### src/dscu_pkg.sv
// constants and types for the disk security command unit
package dscu_pkg;
    localparam logic [7:0] CMD_DISABLE_PW = 8'hf6;
    localparam logic [7:0] CMD_ERASE_PREP = 8'hf3;
    localparam logic [7:0] CMD_ERASE_UNIT = 8'hf4;
    localparam logic [3:0] CMD_RECAL_HI = 4'h1;
    localparam int DH_FIXED_HI_BIT = 7;
    localparam int DH_FIXED_LO_BIT = 5;
    localparam int STAT_BSY_BIT = 7;
    localparam int STAT_RDY_BIT = 6;
    localparam int STAT_DSC_BIT = 4;
    localparam int STAT_DRQ_BIT = 3;
    localparam int STAT_ERR_BIT = 0;
    localparam int ERR_ABT_BIT = 2;
    localparam int ERR_TON_BIT = 1;
    localparam int CTL_SEL_BIT = 0;
    localparam int CTL_MODE_BIT = 1;
    localparam int WORD_BITS = 16;
    localparam int PW_FIRST_WORD = 1;
    localparam int PW_LAST_WORD = 16;
    localparam int PW_BITS = 256;
    localparam logic [7:0] SECTOR_LAST_WORD = 8'hff;
    localparam logic [7:0] ERR_RESET = 8'h00;
    localparam int LBA_BITS = 48;
    localparam int IDENT_WORD_ERASE_TIME = 89;
    localparam logic [15:0] ERASE_TIME_DEFAULT = 16'h0001;

    typedef struct packed {
        logic [7:0] code;
        logic [7:0] dev_head;
    } dscu_cmd_s;

    typedef enum logic [4:0] {
        DSCU_IDLE = 5'h01,
        DSCU_XFER = 5'h02,
        DSCU_CHECK = 5'h04,
        DSCU_ERASE = 5'h08,
        DSCU_RECAL = 5'h10
    } dscu_state_e;
endpackage : dscu_pkg

### src/dscu_top.sv
// disk security command unit: disable password, erase prepare, erase unit, recalibrate
`timescale 1ns/1ps
module dscu_top #(
    parameter logic [15:0] ERASE_TIME = dscu_pkg::ERASE_TIME_DEFAULT
) (
    input wire logic sys_clk_i,
    input wire logic srst_i,
    input wire logic cmd_we_i,
    input wire dscu_pkg::dscu_cmd_s cmd_i,
    input wire logic data_valid_i,
    input wire logic [dscu_pkg::WORD_BITS-1:0] data_i,
    output logic data_ready_o,
    input wire logic [dscu_pkg::PW_BITS-1:0] user_pw_i,
    input wire logic [dscu_pkg::PW_BITS-1:0] master_pw_i,
    input wire logic lock_set_i,
    output logic lock_en_o,
    input wire logic [dscu_pkg::LBA_BITS-1:0] native_max_lba_i,
    output logic erase_req_o,
    output logic [dscu_pkg::LBA_BITS-1:0] erase_lba_o,
    input wire logic erase_ack_i,
    output logic recal_req_o,
    input wire logic recal_done_i,
    input wire logic recal_track0_i,
    output logic [7:0] command_error_flags_o,
    output logic [7:0] command_status_flags_o,
    output logic cmd_done_o,
    output logic [15:0] ident_erase_time_o
);
    dscu_pkg::dscu_state_e state_q;
    logic op_erase_q;
    logic [7:0] word_cnt_q;
    logic [dscu_pkg::WORD_BITS-1:0] ctrl_q;
    logic [dscu_pkg::PW_BITS-1:0] pw_q;
    logic [dscu_pkg::LBA_BITS-1:0] lba_q;
    logic lock_en_q;
    logic prep_armed_q;
    logic [7:0] err_q;
    logic err_flag_q;
    logic done_q;
    logic cmd_take;
    logic dh_ok;
    logic is_recal;
    logic pw_match;
    logic abort_now;
    logic ok_now;
    logic ton_now;
    logic unlock_now;
    logic start_erase;
    logic erase_last;

    assign cmd_take = cmd_we_i && (state_q == dscu_pkg::DSCU_IDLE);
    // both fixed device/head bits must be one for the command to count
    assign dh_ok = cmd_i.dev_head[dscu_pkg::DH_FIXED_HI_BIT]
        && cmd_i.dev_head[dscu_pkg::DH_FIXED_LO_BIT];
    assign is_recal = (cmd_i.code[7:4] == dscu_pkg::CMD_RECAL_HI);
    // full 32 bytes always significant
    assign pw_match = ctrl_q[dscu_pkg::CTL_SEL_BIT] ? (pw_q == master_pw_i)
        : (pw_q == user_pw_i);
    assign erase_last = (lba_q == native_max_lba_i);

    // one decision per cycle; only one of the idle or check arms can fire
    always_comb begin
        abort_now = 1'b0;
        ok_now = 1'b0;
        ton_now = 1'b0;
        unlock_now = 1'b0;
        start_erase = 1'b0;
        if (cmd_take) begin
            if (!dh_ok) begin
                abort_now = 1'b1;
            end else if (cmd_i.code == dscu_pkg::CMD_ERASE_PREP) begin
                ok_now = 1'b1;
            end else if (cmd_i.code == dscu_pkg::CMD_ERASE_UNIT) begin
                abort_now = !prep_armed_q;
            end else if (cmd_i.code != dscu_pkg::CMD_DISABLE_PW && !is_recal) begin
                abort_now = 1'b1;
            end
        end
        if (state_q == dscu_pkg::DSCU_CHECK) begin
            if (!lock_en_q && !ctrl_q[dscu_pkg::CTL_SEL_BIT]) begin
                abort_now = 1'b1;
            end else if (op_erase_q && ctrl_q[dscu_pkg::CTL_MODE_BIT]) begin
                abort_now = 1'b1;
            end else if (op_erase_q) begin
                // lock off: no comparison at all
                start_erase = !lock_en_q || pw_match;
                abort_now = lock_en_q && !pw_match;
            end else begin
                unlock_now = pw_match;
                ok_now = pw_match;
                abort_now = !pw_match;
            end
        end
        if (state_q == dscu_pkg::DSCU_ERASE && erase_ack_i && erase_last) begin
            unlock_now = 1'b1;
            ok_now = 1'b1;
        end
        if (state_q == dscu_pkg::DSCU_RECAL && recal_done_i) begin
            ton_now = !recal_track0_i;
            ok_now = recal_track0_i;
        end
    end

    always_ff @(posedge sys_clk_i) begin
        if (srst_i) begin
            state_q <= dscu_pkg::DSCU_IDLE;
            op_erase_q <= 1'b0;
        end else begin
            unique case (state_q)
                dscu_pkg::DSCU_IDLE: begin
                    if (cmd_take && !abort_now && !ok_now) begin
                        op_erase_q <= (cmd_i.code == dscu_pkg::CMD_ERASE_UNIT);
                        state_q <= is_recal ? dscu_pkg::DSCU_RECAL : dscu_pkg::DSCU_XFER;
                    end
                end
                dscu_pkg::DSCU_XFER: begin
                    if (data_valid_i && word_cnt_q == dscu_pkg::SECTOR_LAST_WORD) begin
                        state_q <= dscu_pkg::DSCU_CHECK;
                    end
                end
                dscu_pkg::DSCU_CHECK: begin
                    state_q <= start_erase ? dscu_pkg::DSCU_ERASE : dscu_pkg::DSCU_IDLE;
                end
                dscu_pkg::DSCU_ERASE: begin
                    if (erase_ack_i && erase_last) begin
                        state_q <= dscu_pkg::DSCU_IDLE;
                    end
                end
                dscu_pkg::DSCU_RECAL: begin
                    if (recal_done_i) begin
                        state_q <= dscu_pkg::DSCU_IDLE;
                    end
                end
                default: begin
                    state_q <= dscu_pkg::DSCU_IDLE;
                end
            endcase
        end
    end

    // parameter sector capture; reserved words are read and dropped
    always_ff @(posedge sys_clk_i) begin
        if (srst_i) begin
            word_cnt_q <= 8'h00;
            ctrl_q <= 16'h0000;
            pw_q <= '0;
        end else if (cmd_take) begin
            word_cnt_q <= 8'h00;
        end else if (state_q == dscu_pkg::DSCU_XFER && data_valid_i) begin
            word_cnt_q <= word_cnt_q + 8'h01;
            if (word_cnt_q == 8'h00) begin
                ctrl_q <= data_i;
            end
            for (int i = dscu_pkg::PW_FIRST_WORD; i <= dscu_pkg::PW_LAST_WORD; i++) begin
                if (word_cnt_q == 8'(i)) begin
                    pw_q[(i-dscu_pkg::PW_FIRST_WORD)*dscu_pkg::WORD_BITS +: 16] <= data_i;
                end
            end
        end
    end

    // erase walks every block; only zero sectors are written, nothing is read back
    always_ff @(posedge sys_clk_i) begin
        if (srst_i) begin
            lba_q <= '0;
        end else if (start_erase) begin
            lba_q <= '0;
        end else if (state_q == dscu_pkg::DSCU_ERASE && erase_ack_i && !erase_last) begin
            lba_q <= lba_q + 48'h000000000001;
        end
    end

    // lock state only; the stored passwords live outside and are never written here
    always_ff @(posedge sys_clk_i) begin
        if (srst_i) begin
            lock_en_q <= 1'b0;
        end else if (lock_set_i) begin
            lock_en_q <= 1'b1;
        end else if (unlock_now) begin
            lock_en_q <= 1'b0;
        end
    end

    // any accepted command other than a good prepare disarms the erase
    always_ff @(posedge sys_clk_i) begin
        if (srst_i) begin
            prep_armed_q <= 1'b0;
        end else if (cmd_take) begin
            prep_armed_q <= dh_ok && (cmd_i.code == dscu_pkg::CMD_ERASE_PREP);
        end
    end

    always_ff @(posedge sys_clk_i) begin
        if (srst_i) begin
            err_q <= dscu_pkg::ERR_RESET;
            err_flag_q <= 1'b0;
            done_q <= 1'b0;
        end else begin
            done_q <= abort_now || ok_now || ton_now;
            if (abort_now) begin
                err_q <= 8'h00 | (8'h01 << dscu_pkg::ERR_ABT_BIT);
                err_flag_q <= 1'b1;
            end else if (ton_now) begin
                err_q <= 8'h00 | (8'h01 << dscu_pkg::ERR_TON_BIT);
                err_flag_q <= 1'b1;
            end else if (cmd_take) begin
                err_q <= dscu_pkg::ERR_RESET;
                err_flag_q <= 1'b0;
            end
        end
    end

    always_comb begin
        command_status_flags_o = 8'h00;
        command_status_flags_o[dscu_pkg::STAT_BSY_BIT] = (state_q != dscu_pkg::DSCU_IDLE)
            && (state_q != dscu_pkg::DSCU_XFER);
        command_status_flags_o[dscu_pkg::STAT_RDY_BIT] = 1'b1;
        command_status_flags_o[dscu_pkg::STAT_DSC_BIT] = 1'b1;
        command_status_flags_o[dscu_pkg::STAT_DRQ_BIT] = (state_q == dscu_pkg::DSCU_XFER);
        command_status_flags_o[dscu_pkg::STAT_ERR_BIT] = err_flag_q;
    end

    assign command_error_flags_o = err_q;
    assign data_ready_o = (state_q == dscu_pkg::DSCU_XFER);
    assign erase_req_o = (state_q == dscu_pkg::DSCU_ERASE);
    assign erase_lba_o = lba_q;
    assign recal_req_o = (state_q == dscu_pkg::DSCU_RECAL);
    assign lock_en_o = lock_en_q;
    assign cmd_done_o = done_q;
    assign ident_erase_time_o = ERASE_TIME;

    property p_bad_devhead;
        @(posedge sys_clk_i) disable iff (srst_i)
        cmd_take && !dh_ok |=> err_q[dscu_pkg::ERR_ABT_BIT] && state_q == dscu_pkg::DSCU_IDLE;
    endproperty
    a_bad_devhead: assert property (p_bad_devhead) else $error("bad device/head not aborted");

    property p_prep_no_data;
        @(posedge sys_clk_i) disable iff (srst_i)
        cmd_take && dh_ok && cmd_i.code == dscu_pkg::CMD_ERASE_PREP
        |=> !data_ready_o && cmd_done_o && !err_flag_q && prep_armed_q;
    endproperty
    a_prep_no_data: assert property (p_prep_no_data) else $error("prepare asked for data");

    property p_disable_xfer;
        @(posedge sys_clk_i) disable iff (srst_i)
        cmd_take && dh_ok && cmd_i.code == dscu_pkg::CMD_DISABLE_PW |=> data_ready_o;
    endproperty
    a_disable_xfer: assert property (p_disable_xfer) else $error("no sector request");

    property p_no_prep;
        @(posedge sys_clk_i) disable iff (srst_i)
        cmd_take && dh_ok && cmd_i.code == dscu_pkg::CMD_ERASE_UNIT && !prep_armed_q
        |=> err_q[dscu_pkg::ERR_ABT_BIT] && !data_ready_o;
    endproperty
    a_no_prep: assert property (p_no_prep) else $error("erase without prepare ran");

    property p_sector_len;
        @(posedge sys_clk_i) disable iff (srst_i)
        state_q == dscu_pkg::DSCU_XFER && data_valid_i && word_cnt_q == 8'hff
        |=> state_q == dscu_pkg::DSCU_CHECK;
    endproperty
    a_sector_len: assert property (p_sector_len) else $error("sector length wrong");

    property p_user_when_off;
        @(posedge sys_clk_i) disable iff (srst_i)
        state_q == dscu_pkg::DSCU_CHECK && !lock_en_q && !ctrl_q[0]
        |=> err_q[dscu_pkg::ERR_ABT_BIT] && state_q == dscu_pkg::DSCU_IDLE;
    endproperty
    a_user_when_off: assert property (p_user_when_off) else $error("user select not aborted");

    property p_mismatch;
        @(posedge sys_clk_i) disable iff (srst_i)
        state_q == dscu_pkg::DSCU_CHECK && op_erase_q && lock_en_q && !pw_match
        |=> err_flag_q && !erase_req_o;
    endproperty
    a_mismatch: assert property (p_mismatch) else $error("mismatch not rejected");

    property p_erase_no_cmp;
        @(posedge sys_clk_i) disable iff (srst_i)
        state_q == dscu_pkg::DSCU_CHECK && op_erase_q && !lock_en_q && ctrl_q[1:0] == 2'b01
        |=> erase_req_o && erase_lba_o == 48'h000000000000;
    endproperty
    a_erase_no_cmp: assert property (p_erase_no_cmp) else $error("erase with lock off refused");

    property p_erase_end;
        @(posedge sys_clk_i) disable iff (srst_i)
        erase_req_o && erase_ack_i && erase_last && !lock_set_i
        |=> !lock_en_o && !erase_req_o && cmd_done_o;
    endproperty
    a_erase_end: assert property (p_erase_end) else $error("erase end did not unlock");

    property p_abort_flags;
        @(posedge sys_clk_i) disable iff (srst_i)
        abort_now |=> command_status_flags_o[0] && !command_status_flags_o[7] && err_q[2];
    endproperty
    a_abort_flags: assert property (p_abort_flags) else $error("abort flags wrong");

    property p_recal_ton;
        @(posedge sys_clk_i) disable iff (srst_i)
        recal_req_o && recal_done_i && !recal_track0_i |=> err_q[dscu_pkg::ERR_TON_BIT];
    endproperty
    a_recal_ton: assert property (p_recal_ton) else $error("track zero flag missing");

    c_disable_ok: cover property (@(posedge sys_clk_i) disable iff (srst_i)
        state_q == dscu_pkg::DSCU_CHECK && !op_erase_q && pw_match ##1 !lock_en_o);
    c_erase_run: cover property (@(posedge sys_clk_i) disable iff (srst_i)
        erase_req_o && erase_ack_i && erase_last);
    c_prep_then_erase: cover property (@(posedge sys_clk_i) disable iff (srst_i)
        prep_armed_q && cmd_take && cmd_i.code == dscu_pkg::CMD_ERASE_UNIT);
endmodule : dscu_top

### config.mk
export PLATFORM = sky130hd
export DESIGN_NAME = dscu_top
export DESIGN_NICKNAME = d
export VERILOG_FILES = /design/src/dscu_pkg.sv /design/src/dscu_top.sv
export SDC_FILE = /design/constraint.sdc
export NUM_CORES = 1
export LEC_CHECK = 0
export BUFFER_PORTS_ARGS = -buffer_cell sky130_fd_sc_hd__clkbuf_2
export CORE_AREA = 2 2 265 267
export CTS_CLUSTER_DIAMETER = 30
export CTS_CLUSTER_SIZE = 16
export DETAILED_ROUTE_END_ITERATION = 16
export DIE_AREA = 0 0 267 269
export PLACE_DENSITY_LB_ADDON = 0.12
export SYNTH_ARGS = -nofsm -noshare
export SYNTH_HDL_FRONTEND = slang
export SYNTH_SLANG_ARGS = --single-unit
### constraint.sdc
create_clock -name sys_clk_i -period 2.6 [get_ports sys_clk_i]
set_input_delay 0.13 -clock sys_clk_i [delete_from_list [all_inputs] [get_ports sys_clk_i]]
set_output_delay 0.13 -clock sys_clk_i [all_outputs]
set_load 0.01 [all_outputs]
After elaboration in Yosys (flattened, before gate mapping). Index checks and enable logic that the tools add are counted.

Equal/unequal tests: 35. Magnitude comparators: 0. Reductions and logical operators: 55. Muxes and demuxes: 44. Bitwise logic cells: 1. Multipliers: 0. Div/mod/pow operators: 0. Shift operators: 0. Add/sub/neg operators: 2.

Operators by type and width (count): 256-bit == test (2); 8-bit by 4-bit == test with 1-bit output, second input constant (8); 3-bit AND reduction (17); 48-bit by 1-bit adder with 48-bit output, second input constant (1); 48-bit == test (1); 1-bit 2-to-1 mux (34); 8-bit by 3-bit == test with 1-bit output, second input constant (4); 5-bit 2-to-1 mux (5); 5-bit case mux with 5 select lines (1); 8-bit == test, second input constant (3); 1-bit logical AND (17); 8-bit by 2-bit == test with 1-bit output, second input constant (2); 1-bit zero test (9); 3-bit 2-to-1 mux (3); 8-bit by 1-bit adder with 8-bit output, second input constant (1); 8-bit by 1-bit == test with 1-bit output, second input constant (1); 8-bit by 5-bit == test with 1-bit output, second input constant (1); 8-bit zero test (1); 2-bit by 1-bit inequality test with 1-bit output, second input constant (4); 8-bit inequality test, second input constant (1); 2-bit OR reduction (3); 5-bit by 1-bit == test with 1-bit output, second input constant (1); 5-bit by 2-bit == test with 1-bit output, second input constant (1); 5-bit by 3-bit == test with 1-bit output, second input constant (1); 12 further kinds (15).

Word-level logic and storage cells: 164. ROM bits: 0. Register bits after elaboration: 326. Bits in writable memories: 0. Output and inout port bits: 85. Input port bits: 600. Bits in latches: 0. Memories: 0.

Longest topological paths before layout. Gate-level depths: netlist (run 1).

Depth in word-level cells: 14. Gate-level depth with buffers: 14.

Worst setup path before layout (run 1). No wires, ideal clock.

Path kind: flip-flop to flip-flop. Start point: reg state_q[2]. End point: reg pw_q[245] (netlist bit). Data arrival time: 2664 ps. Clock period less this slack: 2791 ps. Path slack: -191 ps. Stages on the path, launching flop included: 11. Path through: dfxtp_1 -> or3_1 -> nor3b_1 -> and2_0 -> clkbuf_1 -> nand2_1 -> nor4b_1 -> buf_2 -> buf_4 -> mux2i_1 -> nor2_1.

Elaborated cells between the ends (all ways): 6.

RTL lines: start, declared (RTL line dscu_top.sv:29) `dscu_pkg::dscu_state_e state_q;`; start signal, assigned (RTL line dscu_top.sv:106) `state_q <= dscu_pkg::DSCU_IDLE;`; start signal, assigned (RTL line dscu_top.sv:113) `state_q <= is_recal ? dscu_pkg::DSCU_RECAL : dscu_pkg::DSCU_XFER;`; start signal, assigned (RTL line dscu_top.sv:118) `state_q <= dscu_pkg::DSCU_CHECK;`; 5-bit by 2-bit == test with 1-bit output; net data_ready_o (RTL line dscu_top.sv:12) `output logic data_ready_o,`; 1-bit logical AND (RTL line dscu_top.sv:149) `end else if (state_q == dscu_pkg::DSCU_XFER && data_valid_i) begin`; 3-bit AND reduction (no source line); end signal, assigned by index (RTL line dscu_top.sv:156) `pw_q[(i-dscu_pkg::PW_FIRST_WORD)*dscu_pkg::WORD_BITS +: 16] <= data_i;`; end, declared (RTL line dscu_top.sv:33) `logic [dscu_pkg::PW_BITS-1:0] pw_q;`.

The timed path passes the listed nets, and every way through them passes these cells. A chain may end at the register's enable or synchronous reset.

Final worst setup path (run 1).
Start point: reg ctrl_q[0] (netlist bit). End point: reg state_q[0].

Cells in the longest elaborated chain, start to end: 12. Elaborated cells between the ends (all ways): 28.

Ends and longest elaborated chain: start, declared (RTL line dscu_top.sv:32) `logic [dscu_pkg::WORD_BITS-1:0] ctrl_q;`; start signal, assigned (RTL line dscu_top.sv:152) `ctrl_q <= data_i;`; 1-bit 2-to-1 mux (RTL line dscu_top.sv:57) `assign pw_match = ctrl_q[dscu_pkg::CTL_SEL_BIT] ? (pw_q == master_pw_i)`; 1-bit zero test (RTL line dscu_top.sv:87, dscu_top.sv:91); 1-bit logical AND (RTL line dscu_top.sv:87) `abort_now = lock_en_q && !pw_match;`; 1-bit 2-to-1 mux (RTL line dscu_top.sv:84) `end else if (op_erase_q) begin`; 1-bit 2-to-1 mux (RTL line dscu_top.sv:82) `end else if (op_erase_q && ctrl_q[dscu_pkg::CTL_MODE_BIT]) begin`; 1-bit 2-to-1 mux (RTL line dscu_top.sv:80) `if (!lock_en_q && !ctrl_q[dscu_pkg::CTL_SEL_BIT]) begin`; 1-bit 2-to-1 mux (RTL line dscu_top.sv:79) `if (state_q == dscu_pkg::DSCU_CHECK) begin`; 1-bit zero test (RTL line dscu_top.sv:111) `if (cmd_take && !abort_now && !ok_now) begin`; 1-bit logical AND (2 in a row) (RTL line dscu_top.sv:111); 2-bit by 1-bit inequality test with 1-bit output (no source line); 4-bit AND reduction (no source line); end signal, assigned (RTL line dscu_top.sv:113); end signal, assigned (RTL line dscu_top.sv:118); end signal, assigned (RTL line dscu_top.sv:122) `state_q <= start_erase ? dscu_pkg::DSCU_ERASE : dscu_pkg::DSCU_IDLE;`.

Parallel ways exist; a longest one is shown, timed or not.

==> results_dict.tcl, run 1 <==
set metrics [dict create \
    status "finished, violations left" \
    core_um2 69300 \
    worst_slew_margin_rel 0.299 \
    async_flop_share 0 \
    dp_hpwl_um 70600 \
    antenna_found_initial 10 \
    rsz0062_at_grt "true" \
    dp_slack_ns -1.29 \
    ant_nets 0 \
    ys_seq_area_frac 0.354 \
    vias 19600 \
    drive_gt1_frac 0.392 \
    crit_required_ns 3.18 \
    cp.arrival_ns 4.05 \
    ys_types 42 \
    clk_pin_slew_ns 0.04 \
    end_kind "flop" \
    finalMaxSlewViolations 0 \
    port_buffers 651 \
    p_leak_nw 11.5 \
    report.power.total_mw 18.4 \
    skew_ns 0.0268 \
    synth_ff_type "dfxtp_1" \
    final_area_um2 29600 \
    cts_buffers 95 \
    violations "negative setup slack" \
    tightest_slew_ns 1.04 \
    synth.avg_cell_area_um2 8.26 \
    hold_depth 4 \
    drc 0 \
    gp_congestion 0.853 \
    peakVddDrop_uv 441 \
    p_per_area_nw_per_um2 623 \
    path_class "reg2reg" \
    grt_use_total 0.253 \
    via_per_inst 4.65 \
    finalNetCount 3788 \
    fin_crit_sh 1.33 \
    synth_edf_count 0 \
    dpl_cell_area_um2 24700 \
    clock.fmax_mhz 288 \
    firstDrtPassIters 5 \
    dieArea_um2 71800 \
    area_delta_synth_final_pct 60.8 \
    fp.dieW_um 267 \
    grt_pass1_wl_um 131000 \
    synth-seq-cells 326 \
    clock_sinks 326 \
    dieHeight_um 269 \
    yosys_warnings 0 \
    syn_area_um2 18400 \
    cts_buffer_depth 3 \
    grt_max_degree 106 \
    overflow 0 \
    drt_iter0_drc 1020 \
    fin_util 0.427 \
    grt_pass1_vias 19600 \
    hold_path.class "in2reg" \
    clkLatencyLatePin_ns 0.64 \
    root_buffer "clkbuf_16" \
    wl_um 95300 \
    num_rows 97 \
    setup_slack_ns -0.868 \
    hold_viol 0 \
    postSynthCellCount 2228 \
    htreeDepth 3 \
    wl_per_cell_um 22.7 \
    final.min_clock_period_ns 3.47 \
    cts_tree "yes" \
    critPathLaunchType "flop" \
    boundaryPins 685 \
    worstPathMaxFanout 11 \
    worstRegToRegCells 14 \
    final-setup-viol-count 55 \
    maxCapViolCount 0 \
    start_util 0.266 \
]
[layout make-up]
class                      instances  area (um2)
antenna                            4        10.0
clock buffer                     138        2830
clock inverter                    36         502
fill                            6870       39700
inverter                          10        37.5
multi-input combinational       1752       12000
sequential                       326        6530
tap                              940        1180
timing repair buffer             998        6570
[registers in the layout, summed over array words and instances, names as in the netlist]
signal	cells
prep_armed_q	1
command_error_flags_o	2
cmd_done_o	1
state_q	5
op_erase_q	1
lock_en_o	1
ctrl_q	2
erase_lba_o	48
err_flag_q	1
pw_q	256
word_cnt_q	8
[cell usage after synthesis (7+ instances only)]
cell      count  area (um2)
dfxtp_1     326        6530
nand2_1     484        1820
clkbuf_1     89         334
a21oi_1     240        1200
mux2i_1     292        2920
nand4_1      55         344
inv_1        10        37.5
buf_2        30         150
xnor2_1     321        2810
buf_4        33         248
nor4_1       74         463
buf_6        10         113
xor2_1       35         307
nand3_1      21         105
and3_1       17         106
nor2_1      127         477
nor3b_1       7        52.6
[metal layers]
metal | share of wire | vias to the layer above | track usage
met5 | 0.00072 | - | 0
met4 | 0.031 | 10 | 0.0966
met3 | 0.059 | 139 | 0.0455
met2 | 0.51 | 754 | 0.455
met1 | 0.40 | 9224 | 0.298
li1 | - | 9433 | -
[layout by cell type (no fill, tap or decap), drive strengths merged, types with 6 or more instances in the layout]
cell,count
nand4,55
nor2,127
xnor2,321
nor3b,7
bufinv,8
clkinv,24
inv,12
buf,328
xor2,35
nand2,484
and3,17
conb,27
clkbuf,792
nor2b,6
dfxtp,326
nor4,74
dlygate4sd3,15
nand3,21
mux2i,292
a21oi,240
or3,6
[worst paths after layout]
check	startpoint	end	slack (ns)
worst min register to register	pw_q[145]	pw_q[145]	0.46
worst max register to register	ctrl_q[0]	state_q[0]	-0.87
worst min-delay path	cmd_we_i	state_q[0]	0.04
worst max-delay path	ctrl_q[0]	state_q[0]	-0.87
[critical path: stages, from the launching register on]
cell and delay (ns):
dfxtp_4 0.42, buf_4 0.17, buf_16 0.17, buf_12 0.16, mux2i_4 0.23, xnor2_1 0.09, nor4_2 0.48, buf_4 0.19
nand4_1 0.21, nor4_4 0.23, nand4_1 0.15, buf_6 0.17, or4_4 0.46, a31oi_4 0.14, a211o_1 0.11
[cells by family (layout without fill, tap and decap cells)]
group,after synthesis,after routing,share of synthesized area
other,2,31,0.000408
AOI/OAI and AO/OA,255,255,0.0708
buffers and inverters,175,1182,0.0485
adders and majority gates,5,5,0.00340
xor gates and xnor gates,356,356,0.169
DFF,326,326,0.354
muxes,292,292,0.159
and+or+nand+nor,817,817,0.194
[power breakdown]
| part | internal (mW) | switching (mW) | leakage (nW) |
|---|---|---|---|
| clock network | 8.28 | 3.53 | 1.65 |
| registers | 5.03 | 0.00558 | 2.63 |
| logic | 0.754 | 0.851 | 7.23 |
[per-stage QoR]
step | hold slack [ns] | setup TNS [ns] | std cells
global route | 0.0461 | -45.93 | 4203
detailed placement | 0.383 | -70.15 | 3972
finish | 0.0429 | -40.61 | 4204
floorplan | 0.259 | 0 | 2253
global placement | 0.398 | -72.97 | 3972
CTS | 0.0246 | -44.58 | 4183
[timing repair]
| item | in CTS | in global routing |
|---|---|---|
| setup buffers | 17 | 13 |
| hold endpoints to repair | 36 | 0 |
| gates resized for setup | 111 | 78 |
| gates cloned | 5 | 5 |
| endpoints found under the setup margin | 113 | 183 |
| pin swaps | 10 | 22 |
| hold buffers | 16 | 0 |
No activity file was read; power rests on OpenSTA's default activity.
==> inputs of run 2 (changes only) <==
--- a/config.mk
+++ b/config.mk
@@ -12,4 +12,5 @@
 export DETAILED_ROUTE_END_ITERATION = 16
 export DIE_AREA = 0 0 267 269
+export HOLD_SLACK_MARGIN = 0.1
 export PLACE_DENSITY_LB_ADDON = 0.12
 export SYNTH_ARGS = -nofsm -noshare
==> constraint.sdc (replaced) <==
create_clock -name sys_clk_i -period 3.1 [get_ports sys_clk_i]
set_input_delay 0.93 -clock sys_clk_i [delete_from_list [all_inputs] [get_ports sys_clk_i]]
set_output_delay 0.93 -clock sys_clk_i [all_outputs]
set_load 0.01 [all_outputs]
==> results_dict.tcl, run 2 (same netlist as run 1, synthesis figures left out) <==
set metrics [dict create \
    start_util 0.266 \
    final_area_um2 29600 \
    p_per_area_nw_per_um2 515 \
    clock_sinks 326 \
    drt_iter0_drc 1128 \
    fp.dieW_um 267 \
    peakVddDrop_uv 474 \
    dp_hpwl_um 67400 \
    critPathLaunchType "flop" \
    top_register "pw_q" \
    vias 19400 \
    crit_required_ns 3.66 \
    whs_ns 0.462 \
    port_buffers 651 \
    clk_pin_slew_ns 0.04 \
    grt_pass1_vias 19000 \
    dieArea_um2 71800 \
    cts_buffer_depth 3 \
    cts_tree "yes" \
    clkLatencyLatePin_ns 0.64 \
    route.met3.wl_um 5360 \
    final.min_clock_period_ns 3.48 \
    path_class "reg2reg" \
    area.sequential_um2 6530 \
    cpPeakStageDelay_ns 0.47 \
    wl_per_cell_um 22.1 \
    dieHeight_um 269 \
    setup_slack_ns -0.378 \
    dpl_cell_area_um2 24500 \
    crit_path_cell_trace "buf_12 > buf_4 > buf_16 > mux2i_1 > xnor2_1 > nor4_2 > buf_4 > nand4_1 > nor4_4 > buf_4 > nand4_1 > buf_6 > or4_4 > a31oi_2 > a211o_1" \
    final_common_cell "clkbuf_2" \
    grt_pass1_wl_um 125000 \
    worst_slew_margin_rel 0.461 \
    drive_gt1_frac 0.394 \
    rsz0062_at_grt "true" \
    ant_nets 0 \
    hold_viol 0 \
    cp.arrival_ns 4.04 \
    num_rows 97 \
    dr.max_layer_used "met5" \
    drc 0 \
    status "finished, violations left" \
    critPathSlowestCell "or4_4" \
    final-setup-viol-count 55 \
    clock.fmax_mhz 288 \
    firstDrtPassIters 5 \
    fin_crit_sh 1.12 \
    rrSetupSlack_ns -0.38 \
    violations "negative setup slack" \
    finalNetCount 3764 \
    end_kind "flop" \
    root_buffer "clkbuf_16" \
    report.power.total_mw 15.2 \
    hold_path.class "reg2reg" \
    core_um2 69300 \
    boundaryPins 685 \
    area_delta_synth_final_pct 60.6 \
    cts_hold_buf 0 \
    tightest_slew_ns 0.809 \
    wl_met2_um 46800 \
    multiInputGateArea_um2 12100 \
    gp_congestion 0.848 \
    grt_max_degree 97 \
    antenna_found_initial 6 \
    p_leak_nw 11.4 \
    overflow 0 \
    worstPathMaxFanout 14 \
    htreeDepth 3 \
    wl_met1_um 37300 \
    layout_common_cells "650 x clkbuf_2, 484 x nand2_1, 325 x dfxtp_1" \
    wl_um 92300 \
    cts_buffers 96 \
    via_per_inst 4.64 \
    maxCapViolCount 0 \
    num-fill-cells 6894 \
    largest_reg_flops 256 \
    skew_ns 0.0402 \
    grt_use_total 0.244 \
    finalMaxSlewViolations 0 \
    cp_common_cell "buf_4" \
]
[run 2: cell count changes in the layout (fill, tap and decap cells not counted), moves of 7 or more]
cell	previous run	this run
clkbuf_16	101	108
dlygate4sd3_1	15	0
mux2i_4	20	33
mux2i_1	233	216
buf_4	269	260
buf_6	19	12
[run 2: per-stage QoR]
stage,util,setup WS (ns),std cells,setup TNS [ns]
2_1_floorplan,-,0.254,2253,0
3_3_place_gp,0.353,-1.39,3956,-67.36
3_5_place_dp,0.353,-1.31,3956,-63.15
4_1_cts,0.412,-0.415,4150,-19.02
5_1_grt,0.427,-0.475,4179,-20.73
6_report,0.427,-0.378,4181,-16.45
[run 2: path summary, 6_finish.rpt]
kind | startpoint | endpoint | depth (start not counted)
max | ctrl_q[0] | state_q[0] | 15
min | pw_q[121] | pw_q[121] | 2
max reg2reg | ctrl_q[0] | state_q[0] | 15
min reg2reg | pw_q[121] | pw_q[121] | 2
[run 2: worst max-delay path: cells and delay by family, from the launching register on]
family,cells,cell delay (ns)
AO/OA/AOI/OAI,2,0.25
XOR/XNOR,1,0.11
buffers and inverters,6,1.03
flip-flops,1,0.36
multiplexers,1,0.27
AND/OR/NAND/NOR,5,1.37
[run 2: cell type report]
| type | instances | area share |
|---|---|---|
| diodes | 5 | 0.000423 |
| clock buffers | 146 | 0.0978 |
| clock inverters | 29 | 0.0114 |
| inverters | 10 | 0.00127 |
| multi-input cells | 1752 | 0.410 |
| flip-flops and latches | 326 | 0.221 |
| well taps | 940 | 0.0398 |
| repair buffers | 973 | 0.219 |
[run 2: repair_timing]
| action | CTS | global route |
|---|---|---|
| cloned | 7 | 11 |
| pin swaps | 16 | 25 |
| setup buffers | 12 | 17 |
| endpoints found under the setup margin | 55 | 56 |
| gates resized for setup | 106 | 114 |
[run 2: power breakdown]
part	leakage (nW)	internal (mW)	switching, mW
clock network	1.60	6.68	2.92
registers	2.63	4.22	0.00444
logic	7.16	0.678	0.715
total	11.4	11.6	3.64
[run 2: metal layers]
metal / up-vias / GRT usage
met2: 722 / 0.441
met3: 131 / 0.0463
met1: 9137 / 0.286
met5: - / 0
li1: 9404 / -
met4: 4 / 0.0850
